<file path="config.mk">
export PLATFORM = sky130hd
export DESIGN_NAME = csc_clock_ctrl
export DESIGN_NICKNAME = d
export VERILOG_FILES = /design/src/rtl/cscpkg.sv /design/src/rtl/csc_sync3.sv /design/src/rtl/csc_clock_ctrl.sv
export SDC_FILE = /design/constraint.sdc
export NUM_CORES = 1
export LEC_CHECK = 0
export BUFFER_PORTS_ARGS = -buffer_cell sky130_fd_sc_hd__buf_4
export CAP_MARGIN = 15
export CORE_ASPECT_RATIO = 1.1
export CORE_MARGIN = 5
export CORE_UTILIZATION = 54
export CTS_BUF_LIST = sky130_fd_sc_hd__clkbuf_4
export DETAILED_ROUTE_END_ITERATION = 16
export PLACE_DENSITY = 0.9
export SLEW_MARGIN = 20
export SYNTH_ARGS = -nofsm -noshare
export SYNTH_HDL_FRONTEND = slang
export SYNTH_SLANG_ARGS = --single-unit
</file>
<file path="constraint.sdc">
create_clock -name clk_sys_i -period 2 [get_ports clk_sys_i]
set_input_delay 0.2 -clock clk_sys_i [delete_from_list [all_inputs] [get_ports clk_sys_i]]
set_output_delay 0.2 -clock clk_sys_i [all_outputs]
set_load 0.005 [all_outputs]
</file>
<file path="src/rtl/cscpkg.sv">
package cscpkg;
  // ==========================================================
  // source field codes
  localparam logic [1:0] SRC_RC = 2'h0;
  localparam logic [1:0] SRC_XTAL = 2'h1;
  localparam logic [1:0] SRC_SYNTH = 2'h2;
  // ==========================================================
  // request and event bit positions
  localparam int REQ_CPU = 0;
  localparam int REQ_SLOWEST = 1;
  localparam int REQ_MID = 2;
  localparam int REQ_TOP = 3;
  localparam int EV_FAST = 0;
  localparam int EV_SLOW = 1;
  localparam int EV_DONE = 2;
  localparam int EV_TMO = 3;
  localparam int NUM_EV = 4;
  localparam int IV_W = 7;
  // ==========================================================
  // timing
  localparam int CLK_HZ = 10_000_000;
  localparam int CAL_TIME_NS = 1600;
  localparam int CAL_CYC = (CAL_TIME_NS * (CLK_HZ / 1_000_000)) / 1000;
  localparam int CAL_W = 8;
  localparam logic [CAL_W-1:0] CAL_LAST = CAL_W'(CAL_CYC - 1);
  localparam logic [CAL_W-1:0] CAL_ZERO = 8'h00;
  localparam logic [IV_W-1:0] IV_ZERO = 7'h00;
  localparam logic [IV_W-1:0] IV_ONE = 7'h01;
  // ==========================================================
  // slow controller states, gray along off-warm-run
  typedef enum logic [1:0] {
    CSC_SL_OFF = 2'h0,
    CSC_SL_WARM = 2'h1,
    CSC_SL_RUN = 2'h3
  } csc_slow_e;
endpackage : cscpkg

</file>
<file path="src/rtl/csc_sync3.sv">
module csc_sync3 (
  // clock and reset
  input wire logic clk_sys_i,
  input wire logic reset_n_i,
  // async level in, filtered level out
  input wire logic async_i,
  output logic level_o
);
  logic s1_reg, s2_reg, s3_reg, lvl_reg;
  logic lvl_next;

  always_comb begin
    // change accepted only once stage two and three agree
    lvl_next = (s2_reg == s3_reg) ? s3_reg : lvl_reg;
  end

  always_ff @(posedge clk_sys_i) begin
    if (!reset_n_i) begin
      s1_reg <= 1'b0;
      s2_reg <= 1'b0;
      s3_reg <= 1'b0;
      lvl_reg <= 1'b0;
    end else begin
      s1_reg <= async_i;
      s2_reg <= s1_reg;
      s3_reg <= s2_reg;
      lvl_reg <= lvl_next;
    end
  end

  assign level_o = lvl_reg;
endmodule : csc_sync3

</file>
<file path="src/rtl/csc_clock_ctrl.sv">
module csc_clock_ctrl (
  // clock and reset
  input wire logic clk_sys_i,
  input wire logic reset_n_i,
  // system power state and fast clock requests
  input wire logic system_on_i,
  input wire logic [3:0] fast_req_i,
  // analog oscillator status, asynchronous
  input wire logic fast_xtal_ready_i,
  input wire logic slow_xtal_ready_i,
  input wire logic slow_clock_tick_i,
  // task pulses
  input wire logic fast_xtal_start_task_i,
  input wire logic fast_xtal_stop_task_i,
  input wire logic slow_clock_start_task_i,
  input wire logic slow_clock_stop_task_i,
  input wire logic cal_task_i,
  input wire logic cal_timer_start_task_i,
  input wire logic cal_timer_stop_task_i,
  // configuration
  input wire logic [1:0] source_field_i,
  input wire logic slow_external_i,
  input wire logic slow_bypass_i,
  input wire logic [6:0] cal_timer_interval_i,
  input wire logic [3:0] event_clear_i,
  // fast clock outputs
  output logic cpu_fast_clock_en_o,
  output logic periph_clock_slowest_en_o,
  output logic periph_clock_mid_en_o,
  output logic periph_clock_top_en_o,
  output logic fast_internal_osc_en_o,
  output logic fast_crystal_osc_en_o,
  output logic fast_src_crystal_o,
  // slow clock outputs
  output logic slow_rc_osc_en_o,
  output logic slow_crystal_osc_en_o,
  output logic slow_synth_clock_en_o,
  output logic [1:0] slow_clock_status_src_o,
  output logic slow_clock_status_running_o,
  output logic cal_busy_o,
  output logic cal_timer_running_o,
  // sticky events
  output logic [3:0] events_o
);
  // ==========================================================
  // synchronisers
  logic fx_rdy, sx_rdy, tick_lvl;
  csc_sync3 u_sync_fx (.clk_sys_i(clk_sys_i), .reset_n_i(reset_n_i),
    .async_i(fast_xtal_ready_i), .level_o(fx_rdy));
  csc_sync3 u_sync_sx (.clk_sys_i(clk_sys_i), .reset_n_i(reset_n_i),
    .async_i(slow_xtal_ready_i), .level_o(sx_rdy));
  csc_sync3 u_sync_tk (.clk_sys_i(clk_sys_i), .reset_n_i(reset_n_i),
    .async_i(slow_clock_tick_i), .level_o(tick_lvl));

  // ==========================================================
  // state
  cscpkg::csc_slow_e sl_reg, sl_next;
  logic [1:0] src_reg, src_next;
  logic fxo_reg, fxo_next, fsrc_reg, fsrc_next;
  logic [3:0] clk_en_reg, clk_en_next;
  logic fast_internal_osc_reg, fast_internal_osc_next;
  logic rc_reg, rc_next, lx_reg, lx_next, syn_reg, syn_next;
  logic cal_reg, cal_next;
  logic run_reg, run_next;
  logic [cscpkg::CAL_W-1:0] calc_reg, calc_next;
  logic ct_reg, ct_next;
  logic [cscpkg::IV_W-1:0] ctc_reg, ctc_next;
  logic tick_d_reg;
  logic [3:0] ev_reg, ev_next;
  logic [3:0] ev_set;
  logic tick;

  always_comb begin
    tick = tick_lvl & ~tick_d_reg;
    sl_next = sl_reg;
    src_next = src_reg;
    fxo_next = fxo_reg;
    cal_next = cal_reg;
    calc_next = calc_reg;
    ct_next = ct_reg;
    ctc_next = ctc_reg;
    ev_set = 4'h0;
    // fast crystal tasks, stop wins on collision
    if (fast_xtal_start_task_i) begin
      fxo_next = 1'b1;
    end
    if (fast_xtal_stop_task_i || !system_on_i) begin
      fxo_next = 1'b0;
    end
    // event only when crystal on and stable
    fsrc_next = fxo_reg & fx_rdy & system_on_i;
    ev_set[cscpkg::EV_FAST] = fsrc_next & ~fsrc_reg;
    // slow controller
    case (sl_reg)
      cscpkg::CSC_SL_OFF: begin
        if (slow_clock_start_task_i) begin
          src_next = source_field_i;
          // crystal warms up behind the rc source
          sl_next = (source_field_i == cscpkg::SRC_XTAL) ?
            cscpkg::CSC_SL_WARM : cscpkg::CSC_SL_RUN;
          ev_set[cscpkg::EV_SLOW] =
            (source_field_i != cscpkg::SRC_XTAL);
        end
      end
      cscpkg::CSC_SL_WARM: begin
        if (sx_rdy) begin
          sl_next = cscpkg::CSC_SL_RUN;
          ev_set[cscpkg::EV_SLOW] = 1'b1;
        end
      end
      cscpkg::CSC_SL_RUN: begin
      end
      default: sl_next = cscpkg::CSC_SL_OFF;
    endcase
    if (slow_clock_stop_task_i && sl_reg != cscpkg::CSC_SL_OFF) begin
      sl_next = cscpkg::CSC_SL_OFF;
    end
    if (!system_on_i) begin
      sl_next = cscpkg::CSC_SL_OFF;
    end
    // calibration: rc running as the slow source
    if (cal_reg) begin
      calc_next = calc_reg - 1'b1;
      if (calc_reg == cscpkg::CAL_ZERO) begin
        cal_next = 1'b0;
        ev_set[cscpkg::EV_DONE] = 1'b1;
      end
    end else if (cal_task_i && sl_reg == cscpkg::CSC_SL_RUN &&
                 src_reg == cscpkg::SRC_RC) begin
      cal_next = 1'b1;
      calc_next = cscpkg::CAL_LAST;
    end
    if (sl_next == cscpkg::CSC_SL_OFF) begin
      cal_next = 1'b0;
    end
    // calibration timer, counts slow clock ticks
    if (cal_timer_start_task_i) begin
      ct_next = 1'b1;
      ctc_next = cal_timer_interval_i;
    end else if (cal_timer_stop_task_i) begin
      ct_next = 1'b0;
    end else if (ct_reg && tick) begin
      if (ctc_reg <= cscpkg::IV_ONE) begin
        ctc_next = cscpkg::IV_ZERO;
        ct_next = 1'b0;
        ev_set[cscpkg::EV_TMO] = 1'b1;
      end else begin
        ctc_next = ctc_reg - cscpkg::IV_ONE;
      end
    end
    // set wins over clear
    ev_next = (ev_reg & ~event_clear_i) | ev_set;
    // fast clock tree, gated to on state
    clk_en_next = system_on_i ? fast_req_i : 4'h0;
    // internal osc unless crystal is the source
    fast_internal_osc_next = system_on_i & ~fsrc_next &
      ((|fast_req_i) | cal_next |
       (src_next == cscpkg::SRC_SYNTH &&
        sl_next != cscpkg::CSC_SL_OFF));
    // slow oscillator enables
    rc_next = (sl_next == cscpkg::CSC_SL_WARM) |
      (sl_next == cscpkg::CSC_SL_RUN &&
       src_next == cscpkg::SRC_RC);
    lx_next = (sl_next != cscpkg::CSC_SL_OFF) &&
      src_next == cscpkg::SRC_XTAL;
    syn_next = (sl_next == cscpkg::CSC_SL_RUN) &&
      src_next == cscpkg::SRC_SYNTH;
    // running status registered so the port comes from a flop
    run_next = (sl_next == cscpkg::CSC_SL_RUN);
  end

  always_ff @(posedge clk_sys_i) begin
    if (!reset_n_i) begin
      sl_reg <= cscpkg::CSC_SL_OFF;
      src_reg <= cscpkg::SRC_RC;
      fxo_reg <= 1'b0;
      fsrc_reg <= 1'b0;
      clk_en_reg <= 4'h0;
      fast_internal_osc_reg <= 1'b0;
      rc_reg <= 1'b0;
      lx_reg <= 1'b0;
      syn_reg <= 1'b0;
      run_reg <= 1'b0;
      cal_reg <= 1'b0;
      calc_reg <= cscpkg::CAL_ZERO;
      ct_reg <= 1'b0;
      ctc_reg <= cscpkg::IV_ZERO;
      tick_d_reg <= 1'b0;
      ev_reg <= 4'h0;
    end else begin
      sl_reg <= sl_next;
      src_reg <= src_next;
      fxo_reg <= fxo_next;
      fsrc_reg <= fsrc_next;
      clk_en_reg <= clk_en_next;
      fast_internal_osc_reg <= fast_internal_osc_next;
      rc_reg <= rc_next;
      lx_reg <= lx_next;
      syn_reg <= syn_next;
      run_reg <= run_next;
      cal_reg <= cal_next;
      calc_reg <= calc_next;
      ct_reg <= ct_next;
      ctc_reg <= ctc_next;
      tick_d_reg <= tick_lvl;
      ev_reg <= ev_next;
    end
  end

  // ==========================================================
  // outputs
  assign cpu_fast_clock_en_o = clk_en_reg[cscpkg::REQ_CPU];
  assign periph_clock_slowest_en_o = clk_en_reg[cscpkg::REQ_SLOWEST];
  assign periph_clock_mid_en_o = clk_en_reg[cscpkg::REQ_MID];
  assign periph_clock_top_en_o = clk_en_reg[cscpkg::REQ_TOP];
  assign fast_internal_osc_en_o = fast_internal_osc_reg;
  assign fast_crystal_osc_en_o = fxo_reg;
  assign fast_src_crystal_o = fsrc_reg;
  assign slow_rc_osc_en_o = rc_reg;
  assign slow_crystal_osc_en_o = lx_reg;
  assign slow_synth_clock_en_o = syn_reg;
  assign slow_clock_status_src_o = src_reg;
  assign slow_clock_status_running_o = run_reg;
  assign cal_busy_o = cal_reg;
  assign cal_timer_running_o = ct_reg;
  assign events_o = ev_reg;
endmodule : csc_clock_ctrl

</file>
== Yosys cells after proc, flatten, opt, wreduce, memory -nomap -nowiden ==
Index checks and enable logic that the tools add are counted.
Storage, ports and cells
  flip-flop bits (word level): 49
  input port bits: 32
  output and inout bits: 19
  word-level logic and storage cells: 116
Cells by class
  $add $sub $neg: 2
  $lt $le $gt $ge: 1
  equal/unequal tests: 12
  mux-type cells: 31
  bitwise gates (word level): 16
  reduce and logical (&&, ||, !) cells: 26
Operators by type and width (count)
  two-way mux 7 bit: 4
  two-way mux 1 bit: 16
  two-way mux 8 bit: 2
  two-way mux 2 bit: 7
  == test 2 x 1 -> 1 bit (second input constant): 4
  logical AND 1 bit: 8
  zero test 2 bit: 4
  zero test 8 bit: 1
  nonzero test 2 bit: 4
  subtractor 8 x 1 -> 8 bit (second input constant): 1
  <= comparator 7 x 1 -> 1 bit (second input constant): 1
  subtractor 7 x 1 -> 7 bit (second input constant): 1
  AND 1 bit: 6
  == test 2 bit (second input constant): 3
  case mux 2 bit (3 select lines): 1
  AND reduction 2 bit: 3
  nonzero test 3 bit: 2
  AND 4 bit: 1
  inverter 1 bit: 4
  inverter 4 bit: 1
  bitwise OR 4 bit: 1
  OR reduction 4 bit: 1
  == test 1 bit: 3
  bitwise OR 1 bit: 3
  other kinds (6): 6

== Longest topological paths before layout ==
  depth after elaboration: 11
  gate-level depth with buffers: 6
  gate-level depth less buffers: 6

== By module ==
A second synthesis with hierarchy kept.
Unflattened totals
  cell total of the unflattened synthesis: 215
  area total of the unflattened synthesis: 2026.9 µm²
Modules (own cells, without submodules)
  csc_clock_ctrl: instances 1, cells each 185, area an instance 1677.9 µm²
  csc_sync3: instances 3, cells each 10, area an instance 116.4 µm²

== Worst setup path before layout ==
No wires, ideal clock.
  path type: flip-flop to flip-flop
  start: reg calc_reg[0] in the netlist's numbering
  end: reg calc_reg[6] in the netlist's numbering
  library setup time: 0.115 ns
  data arrival time: 1.576 ns
  slack: 0.309 ns
  stages on the path, launching flop included: 7
  path buffers: 0
  clock period less this slack: 1.691 ns
  path through: dfxtp_1 > inv_1 > ha_1 > nand2_1 > or4b_2 > and3_1 > o21a_1
On the way
  cells in the longest elaborated chain, start to end: 2
Ends and longest elaborated chain
  from (decl): line csc_clock_ctrl.sv:65  | logic [cscpkg::CAL_W-1:0] calc_reg, calc_next;
  from (signal assigned): line csc_clock_ctrl.sv:185  | calc_reg <= cscpkg::CAL_ZERO;
  from (signal assigned): line csc_clock_ctrl.sv:202  | calc_reg <= calc_next;
  subtractor 8 x 1 -> 8 bit: line csc_clock_ctrl.sv:123  | calc_next = calc_reg - 1'b1;
  two-way mux 8 bit: line csc_clock_ctrl.sv:122  | if (cal_reg) begin
No other way between the ends.
A chain may end at the register's enable or synchronous reset.

== Final worst setup path ==
Ends and elaborated chain as after synthesis.

==> results.md <==
- Final ANT Viol Nets: 0
- Post-Syn Area per Cell: 9.50 um^2
- Crit Path Max Fanout: 4
- GR Overflow Total: 0
- Synth-to-layout area growth: 24.6%
- DRT iter0 DRCs: 106
- Largest net degree at the start of global routing: 42
- Sum of negative setup slack: 0 ps
- Max Clock Freq: 0.550 GHz
- Critical Path Source Type: flop
- Nets: 304
- Crit Path Class: reg -> reg
- Antenna violations before repair: 0
- Synthesized net count: 251
- HP Class: in -> reg
- Arrival @ worst endpoint: 2090 ps
- Starting density of the core: 0.559
- H-tree depth: 2
- Cell Pwr Density: 671 nW/um^2
- Max-slew violations: 0
- DRT Pass-1 Iters: 4
- Routed wire length: 4.20 mm
- Asr flop ratio synth: 0
- Via density: 5.42
- TritonCTS buffer count: 5
- Post-Layout Inst Area: 2540 um^2
- Placed inst area: 2450 um^2
- #FFs+latches synth: 49
- Worst-path clk slew: 150 ps
- Status: complete, no violations
- Synthesized cell area: 2040 um^2
- CP endpoint kind: flop
- Routed wire length per instance: 13.2 um
- Final setup violation count: 0
- Final count of hold timing violations: 0
- EDFF count, synth: 0
- Die H: 74.5 um
- Die area: 5120 um^2
- Peak VDD IR: 0.478 mV
- CTS Sinks: 49
- Syn Inst Count: 215
- Max-Cap Viols: 0
- Main flop type after synthesis: dfxtp_1
- DRC viols: 0
- GPL Wtd Cong: 0.843
- Clk Latency, worst-skew pair: 360 ps
- Max reg flops: 8
- Yosys warning count: 0
- CTS tree: done
- Most frequent cells in the layout: 49 x dfxtp_1, 49 x buf_4, 18 x nand2_1
- Unique masters post-synth: 45
- Clk_skew: 7.15 ps
- # diodes: 0
- Seq/Total Area, Yosys: 0.480
- Unrepaired setup endpoints after global routing: no
- DP HPWL: 3.10 mm
- Clk root buf: clkbuf_4
- Slew HR: 0.646
- Critical Path RT: 2270 ps
- Via count: 1728
- Vias in the first global route: 1575
- IO Count: 51
- First-pass GRT wire length: 6.78 mm
- Port buffer count: 48
- Lkg Pwr: 1.11 nW
- GRT Total Usage: 0.176
- Period utilization: 0.909
- Max clock buf depth: 2
- Ratio of cells with drive above 1 in the final layout: 0.253
- Core area: 3650 um^2
- Core Rows: 23
- Die Width: 68.7 um
- Min Clock Period, post-route: 1820 ps
- Worst-Margin Slew: 525 ps
==> power by group <==
group          total, mW  internal, mW  switching [mW]
logic              0.201         0.111          0.0909
registers           1.03          1.01          0.0257
clock network      0.471         0.145           0.326
total               1.71          1.26           0.442
==> Yosys cell counts, types with 3 or more instances <==
master	count	area [um^2]
nor2_1	17	63.8
and2_1	12	75.1
ha_1	4	50.1
and3_1	9	56.3
mux2i_1	3	30.0
inv_1	11	41.3
nor2b_1	4	25.0
nor3_1	7	35.0
a22oi_1	3	22.5
dfxtp_1	49	981
o21a_1	8	60.1
a21oi_1	6	30.0
clkbuf_1	6	22.5
o21ai_0	10	50.1
a21boi_0	10	75.1
nand2_1	18	67.6
nand2b_1	3	18.8
==> logic make-up (layout without fill, tap and decap cells) <==
group	count (synthesis)	count (layout)	share of synthesized area
compound gates	52	52	0.192
mux	5	5	0.0257
buf+inv	17	71	0.0312
xor+xnor	1	1	0.00429
simple gates	87	87	0.242
fa+ha+maj	4	4	0.0245
flops	49	49	0.480
==> stage by stage <==
stage / setup slack [ps] / hold WS (ps) / util / cells / total power [mW]
floorplan: 309 / 279 / - / 215 / 1.16
global placement: 263 / 364 / 0.671 / 308 / 1.25
detailed placement: 215 / 370 / 0.671 / 308 / 1.25
CTS: 182 / 15.1 / 0.691 / 317 / 1.72
global route: 78.2 / 4.72 / 0.696 / 319 / 1.80
finish: 181 / 34.8 / 0.696 / 319 / 1.71
==> worst max-delay path, cell delays in order, from the launching register on <==
cell	delay (ps)
dfxtp_1	360
inv_1	100
ha_1	150
nand2_1	90
or4b_2	660
and3_1	200
o21a_1	170
==> routing by layer <==
metal / global-route usage / part of all wire / vias to the layer above
met5: 0 / 0 / -
met2: 0.280 / 0.47 / 59
li1: - / - / 870
met3: 0.0710 / 0.087 / 6
met4: 0.0574 / 0.011 / 0
met1: 0.217 / 0.43 / 793
==> area by class of cell <==
cell class                      instances  area [um^2]
Tap cell                               50         62.6
Sequential cell                        49          981
Timing Repair Buffer                   52          398
Clock buffer                            5         37.5
Fill cell                             300         1110
Clock inverter                          3         26.3
Inverter                               11         41.3
Multi-Input combinational cell        149          998
==> repair_timing <==
item | 4_1_cts | 5_1_grt
hold endpoints to repair | 1 | 2
hold buffers | 1 | 2
resized for setup | 0 | 0
buffers inserted | 0 | 0
==> worst paths after layout <==
check	start	to	slack, ps	cells past startpoint
max	calc_reg[0]	calc_reg[6]	180	6
min	slow_xtal_ready_i	u_sync_sx.s1_reg	30	2
max reg2reg	calc_reg[0]	calc_reg[6]	180	6
min reg2reg	u_sync_tk.s1_reg	u_sync_tk.s2_reg	450	1
(Power assumes the default switching activity.)
